`src/sssc_pkg.sv`:
```
// Shared constants for the SPI slave serial controller.
// Assumes a single 50 MHz system clock; link pins are sampled, not clocked.
package sssc_pkg;

  // ----------------------------------------------------------------
  // Clock and link timing
  // ----------------------------------------------------------------
  localparam int CLK_MHZ = 50;
  localparam int LINK_MAX_MBPS = 5;
  // Least system cycles per serial bit the sampling logic can follow
  localparam int LINK_MIN_BIT_CYC = (CLK_MHZ + LINK_MAX_MBPS - 1) / LINK_MAX_MBPS;

  // ----------------------------------------------------------------
  // Mode selection and character format
  // ----------------------------------------------------------------
  localparam logic [1:0] MODE_SPI = 2'h2;
  localparam logic SEL_SLAVE = 1'h0;
  localparam int DATA_W = 8;
  localparam logic [7:0] BUSY_TOKEN = 8'hFF;
  localparam logic [7:0] CHAR_RESET = 8'h00;
  localparam logic [2:0] BIT_FIRST = 3'h0;
  localparam logic [2:0] BIT_LAST = 3'h7;
  localparam int FIFO_DEPTH = 4;
  localparam int RX_COUNT_W = 16;
  localparam logic [15:0] COUNT_RESET = 16'h0000;

  // ----------------------------------------------------------------
  // Field layouts
  // ----------------------------------------------------------------
  localparam int DMA_RST_TX = 0;
  localparam int DMA_RST_RX = 1;
  localparam int BUF_A = 0;
  localparam int BUF_B = 1;
  // select_edge_record_field
  localparam int SEL_SAVED = 0;
  localparam int SEL_FROM_B = 1;
  localparam int SEL_EXTRA = 2;
  localparam logic [2:0] SEL_REC_RESET = 3'h0;
  // irq_mode_reg: 1 = level, 0 = rising transition
  localparam int MODE_TXIDLE = 0;
  localparam int MODE_TXFREE = 1;
  localparam int MODE_RXVAL = 2;
  // irq_flag_reg / irq_enable_reg
  localparam int IRQ_N = 9;
  localparam int IRQ_TXIDLE = 0;
  localparam int IRQ_TXFREE = 1;
  localparam int IRQ_RXVAL = 2;
  localparam int IRQ_TXBUF_A = 3;
  localparam int IRQ_TXBUF_B = 4;
  localparam int IRQ_RXBUF_A = 5;
  localparam int IRQ_RXBUF_B = 6;
  localparam int IRQ_RXOVF = 7;
  localparam int IRQ_TXUND = 8;
  localparam logic [8:0] IRQ_RESET = 9'h000;

endpackage

```
`src/sssc_top.sv`:
```
// SPI slave serial controller: link sampling, serializer, FIFOs, flags, events.
// Assumes DMA and software share the FIFO ports and all strobes are on clock.
//
// Function
// Slave only when mode is 2, master bit 0
// Master clock drives shifting, at most 5 Mbps
// Polarity, phase and bit order set format
// Drive MISO and sample MOSI while selected
// Select falling edge resets both shift registers
// Four-entry FIFOs, data port pushes and pops
// DMA uses the same FIFO paths
// Received characters stored, receive valid set
// Full receive FIFO drops character, flags overrun
// DMA overrun after drain, cleared by reset/reload
// Each received character shifts one transmit out
// Empty transmit FIFO: underrun, send last/busy
// Write into idle transmitter clears idle flag
// Free clears on full, sets on shift-out
// Idle sets when FIFO and serializer empty
// Pad byte before new data while selected
// First select rise saves active receive count
// Three-bit record of save, buffer, extra edge
// Idle, free, valid events by edge or level
// DMA completion, overrun, underrun raise events
// CPU request needs event and top enable
// Select, MOSI, SCLK in; MISO out
// Link signals synchronised before status update
`timescale 1ns/1ps
`default_nettype none
module sssc_top
  import sssc_pkg::*;
#(
  parameter int DEPTH = FIFO_DEPTH,
  parameter int CNT_W = RX_COUNT_W
) (
  input wire logic clock,
  input wire logic srst,
  input wire logic [1:0] serial_mode_select,
  input wire logic master_select_bit,
  input wire logic clock_polarity_bit,
  input wire logic clock_phase_bit,
  input wire logic bit_order_bit,
  input wire logic repeat_select_bit,
  input wire logic sclk_in,
  input wire logic slave_select_n,
  input wire logic mosi_in,
  output logic miso_out,
  output logic miso_oe,
  input wire logic tx_wr_valid,
  input wire logic [7:0] tx_wr_data,
  output logic tx_wr_ready,
  input wire logic rx_rd_pop,
  output logic [7:0] rx_rd_data,
  output logic tx_idle_flag,
  output logic tx_free_flag,
  output logic rx_valid_flag,
  output logic rx_overrun_flag,
  input wire logic rx_overrun_clear,
  output logic rx_overrun_irq,
  output logic tx_underrun_irq,
  input wire logic rx_dma_active,
  input wire logic rx_dma_load,
  input wire logic [1:0] dma_reset_bits,
  output logic rx_dma_error,
  input wire logic [1:0] tx_buffer_active_bits,
  input wire logic [1:0] rx_buffer_active_bits,
  input wire logic [CNT_W-1:0] rx_dma_count_a,
  input wire logic [CNT_W-1:0] rx_dma_count_b,
  output logic [CNT_W-1:0] saved_rx_count_reg,
  output logic [2:0] select_edge_record_field,
  input wire logic [2:0] irq_mode_reg,
  input wire logic [IRQ_N-1:0] irq_enable_reg,
  input wire logic top_irq_set_reg,
  input wire logic [IRQ_N-1:0] irq_flag_clear,
  output logic [IRQ_N-1:0] irq_flag_reg,
  output logic cpu_irq
);

  // ----------------------------------------------------------------
  // Link sampling
  // ----------------------------------------------------------------
  logic [2:0] pin_s;
  logic sclk_s, ssn_s, mosi_s;
  logic sclk_prev_q, ssn_prev_q;
  logic active, sel, sel_fall, sel_rise, lead, trail;
  logic sample_edge, shift_edge, byte_done, load_char;

  // Select resets high so no false edge appears after reset
  sssc_sync #(.WIDTH(3), .RESET_VALUE(3'h2)) u_sync (
    .clock(clock),
    .srst(srst),
    .async_in({mosi_in, slave_select_n, sclk_in}),
    .sync_out(pin_s)
  );
  assign sclk_s = pin_s[0];
  assign ssn_s = pin_s[1];
  assign mosi_s = pin_s[2];

  always_ff @(posedge clock) begin
    if (srst) begin
      sclk_prev_q <= 1'b0;
      ssn_prev_q <= 1'b1;
    end else begin
      sclk_prev_q <= sclk_s;
      ssn_prev_q <= ssn_s;
    end
  end

  assign active = (serial_mode_select == MODE_SPI) && (master_select_bit == SEL_SLAVE);
  assign sel = active && !ssn_s;
  assign sel_fall = active && ssn_prev_q && !ssn_s;
  assign sel_rise = active && !ssn_prev_q && ssn_s;
  // Edges of the master's clock, with polarity folded out; the rate limit
  // keeps each half period several system cycles long
  assign lead = sel && (sclk_s ^ clock_polarity_bit) && !(sclk_prev_q ^ clock_polarity_bit);
  assign trail = sel && !(sclk_s ^ clock_polarity_bit) && (sclk_prev_q ^ clock_polarity_bit);
  assign sample_edge = clock_phase_bit ? trail : lead;
  assign shift_edge = clock_phase_bit ? lead : trail;

  // ----------------------------------------------------------------
  // FIFOs
  // ----------------------------------------------------------------
  logic tx_ready_w, tx_valid_w, rx_ready_w, rx_valid_w;
  logic [7:0] tx_head_w;
  logic tx_push, tx_pop, rx_push, rx_ovf;
  logic [7:0] rx_char;
  logic [2:0] bitcnt_q;
  logic [7:0] rx_sr_q;

  assign tx_push = tx_wr_valid && tx_ready_w;
  assign tx_wr_ready = tx_ready_w;
  assign rx_valid_flag = rx_valid_w;

  sssc_fifo #(.WIDTH(DATA_W), .DEPTH(DEPTH)) u_tx_fifo (
    .clock(clock),
    .srst(srst),
    .in_valid(tx_wr_valid),
    .in_data(tx_wr_data),
    .in_ready(tx_ready_w),
    .out_pop(tx_pop),
    .out_valid(tx_valid_w),
    .out_data(tx_head_w)
  );

  sssc_fifo #(.WIDTH(DATA_W), .DEPTH(DEPTH)) u_rx_fifo (
    .clock(clock),
    .srst(srst),
    .in_valid(rx_push),
    .in_data(rx_char),
    .in_ready(rx_ready_w),
    .out_pop(rx_rd_pop),
    .out_valid(rx_valid_w),
    .out_data(rx_rd_data)
  );

  // ----------------------------------------------------------------
  // Receive shifter
  // ----------------------------------------------------------------
  function automatic logic [7:0] shift_in(input logic [7:0] sr, input logic b,
                                          input logic lsb_first);
    shift_in = lsb_first ? {b, sr[7:1]} : {sr[6:0], b};
  endfunction

  function automatic logic pick(input logic [7:0] c, input logic [2:0] idx,
                                input logic lsb_first);
    pick = lsb_first ? c[idx] : c[BIT_LAST - idx];
  endfunction

  assign byte_done = sample_edge && (bitcnt_q == BIT_LAST);
  assign rx_char = shift_in(rx_sr_q, mosi_s, bit_order_bit);
  assign rx_push = byte_done && rx_ready_w;
  assign rx_ovf = byte_done && !rx_ready_w;

  always_ff @(posedge clock) begin
    if (srst) begin
      bitcnt_q <= BIT_FIRST;
      rx_sr_q <= CHAR_RESET;
    end else if (sel_fall) begin
      bitcnt_q <= BIT_FIRST;
      rx_sr_q <= CHAR_RESET;
    end else if (sample_edge) begin
      bitcnt_q <= bitcnt_q + 1'b1;
      rx_sr_q <= rx_char;
    end
  end

  // ----------------------------------------------------------------
  // Transmit serializer
  // ----------------------------------------------------------------
  logic [7:0] tx_char_q, last_char_q, pad_val, next_char;
  logic ser_busy_q, pad_armed_q, pad_pend_q, underrun;

  // A character still held from the last frame is restarted, not replaced
  assign load_char = byte_done || (sel_fall && !ser_busy_q);
  // Polarity of repeat_select_bit: high repeats the last character
  assign pad_val = repeat_select_bit ? last_char_q : BUSY_TOKEN;
  assign tx_pop = load_char && tx_valid_w && !pad_pend_q;
  assign underrun = load_char && !tx_valid_w && !pad_pend_q;
  assign next_char = tx_pop ? tx_head_w : pad_val;

  always_ff @(posedge clock) begin
    if (srst) begin
      tx_char_q <= CHAR_RESET;
      last_char_q <= CHAR_RESET;
    end else if (load_char) begin
      tx_char_q <= next_char;
      last_char_q <= next_char;
    end
  end

  always_ff @(posedge clock) begin
    if (srst) begin
      ser_busy_q <= 1'b0;
    end else if (load_char) begin
      // Held across a deselect until shifted out, so no write is lost
      ser_busy_q <= tx_pop;
    end
  end

  // MISO holds its bit between edges; first bit is ready at load for phase 0
  always_ff @(posedge clock) begin
    if (srst) begin
      miso_out <= 1'b0;
      miso_oe <= 1'b0;
    end else begin
      miso_oe <= sel;
      if (load_char) begin
        miso_out <= pick(next_char, BIT_FIRST, bit_order_bit);
      end else if (sel_fall) begin
        miso_out <= pick(tx_char_q, BIT_FIRST, bit_order_bit);
      end else if (shift_edge) begin
        miso_out <= pick(tx_char_q, bitcnt_q, bit_order_bit);
      end
    end
  end

  // Padding gives the serializer time to fetch fresh data mid-frame
  always_ff @(posedge clock) begin
    if (srst) begin
      pad_armed_q <= 1'b0;
      pad_pend_q <= 1'b0;
    end else begin
      pad_armed_q <= sel && (pad_armed_q || rx_valid_w);
      if (pad_armed_q && sel && tx_push && !tx_valid_w) begin
        pad_pend_q <= 1'b1;
      end else if (load_char || !sel) begin
        pad_pend_q <= 1'b0;
      end
    end
  end

  // ----------------------------------------------------------------
  // Status flags
  // ----------------------------------------------------------------
  always_ff @(posedge clock) begin
    if (srst) begin
      tx_idle_flag <= 1'b1;
      tx_free_flag <= 1'b1;
    end else begin
      tx_idle_flag <= !tx_valid_w && !ser_busy_q && !tx_push && !pad_pend_q;
      if (!tx_ready_w) begin
        tx_free_flag <= 1'b0;
      end else if (byte_done) begin
        tx_free_flag <= 1'b1;
      end
    end
  end

  always_ff @(posedge clock) begin
    if (srst) begin
      rx_overrun_flag <= 1'b0;
      rx_overrun_irq <= 1'b0;
      tx_underrun_irq <= 1'b0;
    end else begin
      rx_overrun_flag <= rx_ovf || (rx_overrun_flag && !rx_overrun_clear);
      rx_overrun_irq <= rx_ovf;
      tx_underrun_irq <= underrun;
    end
  end

  // ----------------------------------------------------------------
  // Receive DMA: error reporting and count save
  // ----------------------------------------------------------------
  logic ovf_pend_q, saved_once_q, err_clr;

  assign err_clr = dma_reset_bits[DMA_RST_RX] || rx_dma_load;

  // The error waits until the characters ahead of it are drained
  always_ff @(posedge clock) begin
    if (srst) begin
      ovf_pend_q <= 1'b0;
      rx_dma_error <= 1'b0;
    end else begin
      if (rx_ovf && rx_dma_active) begin
        ovf_pend_q <= 1'b1;
      end else if (ovf_pend_q && !rx_valid_w) begin
        ovf_pend_q <= 1'b0;
      end
      if (ovf_pend_q && !rx_valid_w) begin
        rx_dma_error <= 1'b1;
      end else if (err_clr) begin
        rx_dma_error <= 1'b0;
      end
    end
  end

  always_ff @(posedge clock) begin
    if (srst) begin
      saved_once_q <= 1'b0;
      saved_rx_count_reg <= COUNT_RESET;
      select_edge_record_field <= SEL_REC_RESET;
    end else if (sel_rise && rx_dma_active) begin
      if (!saved_once_q) begin
        saved_once_q <= 1'b1;
        saved_rx_count_reg <= rx_buffer_active_bits[BUF_A] ? rx_dma_count_a
                                                            : rx_dma_count_b;
        select_edge_record_field[SEL_SAVED] <= 1'b1;
        select_edge_record_field[SEL_FROM_B] <= !rx_buffer_active_bits[BUF_A];
      end else begin
        select_edge_record_field[SEL_EXTRA] <= 1'b1;
      end
    end else if (rx_dma_load) begin
      saved_once_q <= 1'b0;
      select_edge_record_field <= SEL_REC_RESET;
    end
  end

  // ----------------------------------------------------------------
  // Second-level events and CPU request
  // ----------------------------------------------------------------
  logic [2:0] lvl_prev_q;
  logic [1:0] txb_prev_q, rxb_prev_q;
  logic [2:0] lvl;
  logic [IRQ_N-1:0] ev;

  assign lvl = {rx_valid_flag, tx_free_flag, tx_idle_flag};

  always_ff @(posedge clock) begin
    if (srst) begin
      lvl_prev_q <= 3'h0;
      txb_prev_q <= 2'h0;
      rxb_prev_q <= 2'h0;
    end else begin
      lvl_prev_q <= lvl;
      txb_prev_q <= tx_buffer_active_bits;
      rxb_prev_q <= rx_buffer_active_bits;
    end
  end

  always_comb begin
    ev = IRQ_RESET;
    for (int i = 0; i < 3; i++) begin
      ev[IRQ_TXIDLE + i] = lvl[i] && (irq_mode_reg[i] || !lvl_prev_q[i]);
    end
    ev[IRQ_TXBUF_A] = txb_prev_q[BUF_A] && !tx_buffer_active_bits[BUF_A];
    ev[IRQ_TXBUF_B] = txb_prev_q[BUF_B] && !tx_buffer_active_bits[BUF_B];
    ev[IRQ_RXBUF_A] = rxb_prev_q[BUF_A] && !rx_buffer_active_bits[BUF_A];
    ev[IRQ_RXBUF_B] = rxb_prev_q[BUF_B] && !rx_buffer_active_bits[BUF_B];
    ev[IRQ_RXOVF] = rx_overrun_irq;
    ev[IRQ_TXUND] = tx_underrun_irq;
  end

  // A new event wins over a clear in the same cycle
  always_ff @(posedge clock) begin
    if (srst) begin
      irq_flag_reg <= IRQ_RESET;
      cpu_irq <= 1'b0;
    end else begin
      irq_flag_reg <= ev | (irq_flag_reg & ~irq_flag_clear);
      cpu_irq <= top_irq_set_reg && |(irq_flag_reg & irq_enable_reg);
    end
  end
endmodule
`default_nettype wire

```
`src/sssc_sync.sv`:
```
// Two-stage synchroniser for pins arriving from the SPI master.
// Assumes each bit is an independent level; no bus coherency is implied.
`timescale 1ns/1ps
`default_nettype none
module sssc_sync #(
  parameter int WIDTH = 3,
  parameter logic [WIDTH-1:0] RESET_VALUE = '0
) (
  input wire logic clock,
  input wire logic srst,
  input wire logic [WIDTH-1:0] async_in,
  output logic [WIDTH-1:0] sync_out
);

  logic [WIDTH-1:0] meta_q;

  // First stage feeds only the second stage
  always_ff @(posedge clock) begin
    if (srst) begin
      meta_q <= RESET_VALUE;
      sync_out <= RESET_VALUE;
    end else begin
      meta_q <= async_in;
      sync_out <= meta_q;
    end
  end

endmodule
`default_nettype wire

```
`src/sssc_fifo.sv`:
```
// Small character FIFO with registered head data.
// Assumes the caller never pops when out_valid is low.
`timescale 1ns/1ps
`default_nettype none
module sssc_fifo #(
  parameter int WIDTH = 8,
  parameter int DEPTH = 4
) (
  input wire logic clock,
  input wire logic srst,
  input wire logic in_valid,
  input wire logic [WIDTH-1:0] in_data,
  output logic in_ready,
  input wire logic out_pop,
  output logic out_valid,
  output logic [WIDTH-1:0] out_data
);

  localparam int AW = (DEPTH > 1) ? $clog2(DEPTH) : 1;
  localparam int CW = $clog2(DEPTH + 1);

  logic [WIDTH-1:0] mem [DEPTH];
  logic [AW-1:0] wr_q, rd_q, rd_next;
  logic [CW-1:0] cnt_q, cnt_d;
  logic push, pop;

  function automatic logic [AW-1:0] nxt(input logic [AW-1:0] p);
    nxt = (p == AW'(DEPTH - 1)) ? '0 : p + 1'b1;
  endfunction

  assign push = in_valid && in_ready;
  assign pop = out_pop && out_valid;
  assign rd_next = pop ? nxt(rd_q) : rd_q;

  always_comb begin
    cnt_d = cnt_q;
    if (push && !pop) begin
      cnt_d = cnt_q + 1'b1;
    end else if (pop && !push) begin
      cnt_d = cnt_q - 1'b1;
    end
  end

  always_ff @(posedge clock) begin
    if (push) begin
      mem[wr_q] <= in_data;
    end
  end

  always_ff @(posedge clock) begin
    if (srst) begin
      wr_q <= '0;
      rd_q <= '0;
      cnt_q <= '0;
      in_ready <= 1'b1;
      out_valid <= 1'b0;
      out_data <= '0;
    end else begin
      if (push) begin
        wr_q <= nxt(wr_q);
      end
      rd_q <= rd_next;
      cnt_q <= cnt_d;
      in_ready <= (cnt_d != CW'(DEPTH));
      out_valid <= (cnt_d != '0);
      // Bypass when the new head is the slot being written this cycle
      out_data <= (push && wr_q == rd_next) ? in_data : mem[rd_next];
    end
  end

endmodule
`default_nettype wire

```
`config.mk`:
```
export PLATFORM = sky130hd
export DESIGN_NAME = sssc_top
export DESIGN_NICKNAME = d
export VERILOG_FILES = /design/src/sssc_pkg.sv /design/src/sssc_top.sv /design/src/sssc_sync.sv /design/src/sssc_fifo.sv
export SDC_FILE = /design/constraint.sdc
export NUM_CORES = 1
export LEC_CHECK = 0
export BUFFER_PORTS_ARGS = -buffer_cell sky130_fd_sc_hd__buf_2
export CAP_MARGIN = 0
export CORE_ASPECT_RATIO = 1.4
export CORE_MARGIN = 5
export CORE_UTILIZATION = 25
export DETAILED_ROUTE_END_ITERATION = 16
export SYNTH_ARGS = -nofsm -noshare
export SYNTH_HDL_FRONTEND = slang
export SYNTH_SLANG_ARGS = --single-unit
export TNS_END_PERCENT = 5
```
`constraint.sdc`:
```
create_clock -name clock -period 6.13 [get_ports clock]
set_input_delay 0.613 -clock clock [delete_from_list [all_inputs] [get_ports clock]]
set_output_delay 0.613 -clock clock [all_outputs]
set_load 0.03 [all_outputs]
```
# Word-level counts from Yosys, hierarchy flattened

Memory sizes are Yosys's and may differ from the RTL's. A register that Yosys moved wholly into a read port is not among the register bits.
Index checks and enable logic that the tools add are counted.

Register bits after elaboration: 94
Bits in latches: 0
RAM bits: 64
Memory bits (read-only): 0
Word-level logic and storage cells: 205
Memories kept: 2

$add $sub $neg: 10
Multiply operators: 0
Div/mod/pow operators: 0
$lt $le $gt $ge: 2
Eq/ne operators: 12
Shift-type cells: 0
Multiplexer cells: 44
Bitwise logic cells: 8
Reductions and logical operators: 88

Memory list:

| memory        | words | width | rd ports | clocked after memory_dff | write ports | RTL line        | text |
|---|---|---|---|---|---|---|---|
| u_rx_fifo.mem | 4     | 8     | 1        | 1                        | 1           | sssc_fifo.sv:22 | `logic [WIDTH-1:0] mem [DEPTH];` |
| u_tx_fifo.mem | 4     | 8     | 1        | 1                        | 1           | sssc_fifo.sv:22 |  |

Operators by type and width:

| kind                  | number |
|---|---|
| $logic_and A1 B1 Y1   | 45 |
| $mux W1               | 25 |
| $mux W8               | 3 |
| $logic_not A1 Y1      | 22 |
| $and A9 B9 Y9         | 2 |
| $mux W3               | 6 |
| $mux W16              | 1 |
| $mux W2               | 7 |
| $eq A2 B2 Y1 const B  | 5 |
| $add A3 B1 Y3 const B | 3 |
| $not A9 Y9            | 1 |
| $or A9 B9 Y9          | 1 |
| $reduce_bool A3 Y1    | 3 |
| $reduce_or A9 Y1      | 1 |
| $add A2 B1 Y2 const B | 4 |
| $logic_or A1 B1 Y1    | 8 |
| $lt A3 B4 Y1 const B  | 2 |
| $reduce_and A2 Y1     | 4 |
| $reduce_bool A2 Y1    | 4 |
| $bmux W1 S3           | 2 |
| $ne A2 B2 Y1 const B  | 3 |
| $ne A3 B3 Y1 const B  | 2 |
| $sub A3 B1 Y3 const B | 2 |
| $eq A3 B3 Y1 const B  | 1 |
| other kinds (5)       | 7 |

# Longest topological paths before layout

Depth after elaboration: 15
Mapped depth: 11
Depth with buffers taken out: 9

# Modules after synthesis

Synthesis repeated with hierarchy kept, for this count alone.

Cells, all modules: 620
Area, all modules: 7295.7 µm²

By module, submodules not included:

| module                | times used | cells each | area an instance (µm²) | sequential area each (µm²) |
|---|---|---|---|---|
| sssc_top              | 1          | 316        | 3040.4                 | 1401.3 |
| sssc_fifo (u_rx_fifo) | 1          | 172        | 2089.5                 | 1301.2 |
| sssc_fifo (u_tx_fifo) | 1          | 120        | 2008.2                 | 1301.2 |
| sssc_sync             | 1          | 12         | 157.7                  | 120.1 |

# Worst setup path before layout

OpenSTA, ideal clock, no wires.

Path type: input -> register
From: input port serial_mode_select[0]
To: register u_tx_fifo.out_data[0] (read register of u_tx_fifo.mem)
Arrival time: 2.632 ns
Required time: 6.013 ns
Setup slack: 3.382 ns
Stages: 10
Path buffers: 3
Cells stage by stage: or3b_4 -> or2_0 -> buf_2 -> a211o_4 -> mux2i_1 -> buf_6 -> xnor2_2 -> and4b_1 -> buf_6 -> a22o_1

Longest elaborated chain between the ends: 12

RTL lines:

| what                                                 | RTL line                         | text |
|---|---|---|
| start, declared                                      | sssc_top.sv:38                   | `input wire logic [1:0] serial_mode_select,` |
| $eq A2 B2 Y1 (*)                                     | sssc_top.sv:109                  | `assign active = (serial_mode_select == MODE_SPI) && (master_select_bit == SEL_SLAVE);` |
| $logic_and A1 B1 Y1 (*)                              | sssc_top.sv:109                  |  |
| $logic_and A1 B1 Y1                                  | sssc_top.sv:110                  | `assign sel = active && !ssn_s;` |
| $logic_and A1 B1 Y1 (on tied branches) (2 in series) | sssc_top.sv:115, sssc_top.sv:116 |  |
| $mux W1                                              | sssc_top.sv:117                  | `assign sample_edge = clock_phase_bit ? trail : lead;` |
| $logic_and A1 B1 Y1                                  | sssc_top.sv:169                  | `assign byte_done = sample_edge && (bitcnt_q == BIT_LAST);` |
| $logic_or A1 B1 Y1 (*)                               | sssc_top.sv:194                  | `assign load_char = byte_done \|\| (sel_fall && !ser_busy_q);` |
| $logic_and A1 B1 Y1 (*) (2 in series)                | sssc_top.sv:197                  | `assign tx_pop = load_char && tx_valid_w && !pad_pend_q;` |
| $logic_and A1 B1 Y1 (*)                              | sssc_fifo.sv:32                  | `assign pop = out_pop && out_valid;` |
| $mux W2 (*)                                          | sssc_fifo.sv:33                  | `assign rd_next = pop ? nxt(rd_q) : rd_q;` |
| end, declared                                        | sssc_fifo.sv:16                  | `output logic [WIDTH-1:0] out_data` |

Every way passes the cells marked *; elsewhere a longest branch is shown, timed or not.
A chain may end at the register's enable or synchronous reset.

# Worst setup path in the final report

From: register bitcnt_q[0]
To: register u_tx_fifo.out_data[4] (read register of u_tx_fifo.mem)

Longest elaborated chain between the ends: 7

RTL lines:

| what                              | RTL line        | text |
|---|---|---|
| start, declared                   | sssc_top.sv:127 | `logic [2:0] bitcnt_q;` |
| start signal, assigned            | sssc_top.sv:182 | `bitcnt_q <= bitcnt_q + 1'b1;` |
| $eq A3 B3 Y1                      | sssc_top.sv:169 |  |
| $logic_and A1 B1 Y1               | sssc_top.sv:169 |  |
| $logic_or A1 B1 Y1                | sssc_top.sv:194 |  |
| $logic_and A1 B1 Y1 (2 in series) | sssc_top.sv:197 |  |
| $logic_and A1 B1 Y1               | sssc_fifo.sv:32 |  |
| $mux W2                           | sssc_fifo.sv:33 |  |

Every way passes these cells.

==> reports/results.tsv <==
stage	metric	value	unit
global_routing	antenna_found_initial	2	
setup_path	cp.arrival	3.56	ns
setup_path	crit_path_end_kind	register	
place	place_ws	2.80	ns
synthesis	synth_edf_count	64	
setup_path	crit_type	reg2reg	
finish	fin_nets	818	
sta	rsz0062_at_grt	false	
synthesis	syn_nets	689	
floorplanning	chipWidth	152	um
sta	slew_violations	0	
detailed_routing	drt_drc_violations_left	0	
finish	synthToLayoutAreaGrowth	22.6	%
finish	final_cell_mix	buf_2, dfxtp_1, nor2_1	
detailed_routing	antenna_left	0	
clocking	clock_latency	0.43	ns
detailed_routing	avgViaCountPerCell	4.25	
synthesis	yosys_warnings	0	
place	place_hpwl	11400	um
power	leakage	3.59	nW
sta	final-hold-violation-count	0	
sta	finClkSkew	0.0114	ns
sta	min_period	3.19	ns
setup_path	required	6.50	ns
floorplanning	dieArea	0.0319	mm^2
global_routing	grt.total_usage	0.0957	
detailed_routing	vias	4692	
setup_path	start_kind	register	
place	portBuffers	130	
global_routing	overflow	0	
setup_path	crit_fanout	18	
sta	final.setup.tns	0	ns
synthesis	ys.flop_type	dfxtp_1	
floorplanning	coreArea	0.0282	mm^2
finish	layout-drive-gt1-share	0.277	
global_routing	grt_pass1_wl	24300	um
sta	finalCritPeriodShare	0.520	
synthesis	async_flop_share	0	
synthesis	synth-seq-area-share	0.581	
clocking	cts_buffers	17	
clocking	cts_setup_buffers	0	
clocking	cts_sinks	174	
floorplanning	die_h	209	um
sta	fmax	314	MHz
detailed_routing	avgRoutedWirePerCell	14.1	um
synthesis	synth.distinct_cells	53	
clocking	cts.clk_slew.worst_paths	0.07	ns
synthesis	synth_area	0.00710	mm^2
global_routing	grt_pass1_vias	4667	
outcome	outcome	complete, no violations	
clocking	post_cts_resized	0	
sta	setup_slack	2.94	ns
floorplanning	pin_count	132	
finish	n_antenna_cell	0	
clocking	htree_levels	4	
power	cellPowerDensity	291	mW/mm^2
detailed_routing	wl	15600	um
finish	layout_commonest_cell	buf_2	
floorplanning	row_count	73	
detailed_routing	drt-pass1-iter-count	4	
run	max-cap-violations	0	
sta	worst_pin_slew	1.15	ns
sta	maxSlewHeadroom	0.234	
detailed_routing	drtIter0Drc	228	
clocking	cts_tree	done	
clocking	cts_buffer_depth	2	
sta	finalSetupViolCount	0	
synthesis	netlist_instances	588	
place	gp_congestion	0.751	
clocking	cts_root_buf	clkbuf_16	
clocking	hold_buffers	0	
synthesis	synth-seq-cells	174	
worst_hold_path	hp-class	in2reg	
floorplanning	initial_core_util	0.252	
power	ir_worst_vdd	0.124	mV
synthesis	avgSynthCellArea	12.1	um^2
global_routing	grt_max_degree	88	
worst max-delay path: stages (launching register included):
cell      delay (ns)
dfxtp_1         0.53
ha_1            0.21
ha_1            0.25
nand3b_1        0.09
mux2_2          0.30
a211o_4         0.42
mux2i_2         0.18
buf_4           0.32
xnor2_2         0.18
and4b_1         0.44
a22o_1          0.19
per-layer routing:
| layer | vias to the layer above | GRT usage | wire, um |
|---|---|---|---|
| met5 | - | 0 | 19 |
| met4 | 4 | 0.0400 | 330 |
| met3 | 23 | 0.0256 | 551 |
| met2 | 58 | 0.176 | 8430 |
| met1 | 2217 | 0.103 | 6260 |
| li1 | 2390 | - | - |
path summary, 6_finish.rpt:
kind / startpoint / end / slack [ns] / depth (start not counted)
hold / removal: srst / u_sync.meta_q[0]$_SDFF_PP0_ / 0.37 / 2
setup / recovery: bitcnt_q[0]$_SDFFE_PP0P_ / u_tx_fifo.out_data[4]$_SDFF_PP0_ / 2.94 / 10
hold reg to reg: u_sync.meta_q[1]$_SDFF_PP1_ / u_sync.sync_out[1]$_SDFF_PP1_ / 0.41 / 1
setup reg to reg: bitcnt_q[0]$_SDFFE_PP0P_ / u_tx_fifo.out_data[4]$_SDFF_PP0_ / 2.94 / 10
through the flow:
| stage | std cells | power (W) | hold slack (ns) | util | instance area [um^2] |
|---|---|---|---|---|---|
| 4_1_cts | 1105 | 0.00258 | 0.347 | 0.309 | 8710 |
| 6_report | 1105 | 0.00254 | 0.368 | 0.309 | 8710 |
| 2_1_floorplan | 588 | 0.00144 | 0.389 | - | 7100 |
| 5_1_grt | 1105 | 0.00265 | 0.358 | 0.309 | 8710 |
| 3_5_place_dp | 1073 | 0.00153 | 0.393 | 0.289 | 8150 |
| 3_3_place_gp | 1073 | 0.00152 | 0.395 | 0.289 | 8150 |
power by group:
group          leakage, nW  total, W  internal (W)  switching (W)
sequential            1.52   0.00126       0.00124      0.0000284
combinational         1.79  0.000230     0.0000983       0.000132
clock                0.275   0.00104      0.000540       0.000500
total                 3.59   0.00254       0.00188       0.000661
cells in the mapped netlist (3+ instances only):
master | count | area share
mux4_2 | 13 | 0.041
nor3b_1 | 3 | 0.0032
a22o_1 | 8 | 0.0099
ha_1 | 16 | 0.028
edfxtp_1 | 64 | 0.27
o21ai_0 | 9 | 0.0063
nand2_1 | 25 | 0.013
mux2_2 | 10 | 0.016
xnor2_1 | 5 | 0.0062
nor2_1 | 71 | 0.038
o22ai_1 | 6 | 0.0053
a21o_1 | 3 | 0.0032
nand2b_1 | 15 | 0.013
a22oi_1 | 5 | 0.0053
mux2i_1 | 64 | 0.090
nor2b_1 | 16 | 0.014
and3_1 | 4 | 0.0035
buf_1 | 5 | 0.0026
inv_1 | 17 | 0.0090
and2_1 | 5 | 0.0044
clkbuf_1 | 15 | 0.0079
nand3_1 | 6 | 0.0042
buf_6 | 3 | 0.0048
dfxtp_1 | 110 | 0.31
a211oi_1 | 18 | 0.019
nor3_1 | 14 | 0.0099
or2_2 | 3 | 0.0026
a21oi_1 | 26 | 0.018
cell families after synthesis:
kind of cell	after synthesis	share of synthesized area
DFF	174	0.581
and+or+nand+nor	171	0.117
AOI/OAI and AO/OA	89	0.0876
muxes	87	0.147
buffers and inverters	42	0.0261
adders and majority gates	16	0.0282
xor gates and xnor gates	9	0.0132
area by class of cell:
| type | instances | area, um^2 |
|---|---|---|
| Timing Repair Buffer | 135 | 691 |
| Clock buffer | 17 | 425 |
| Tap cell | 375 | 469 |
| Fill cell | 2891 | 19500 |
| Multi-Input combinational cell | 372 | 2800 |
| Sequential cell | 174 | 4120 |
| Inverter | 17 | 63.8 |
| Clock inverter | 15 | 138 |
(Power assumes the default switching activity.)
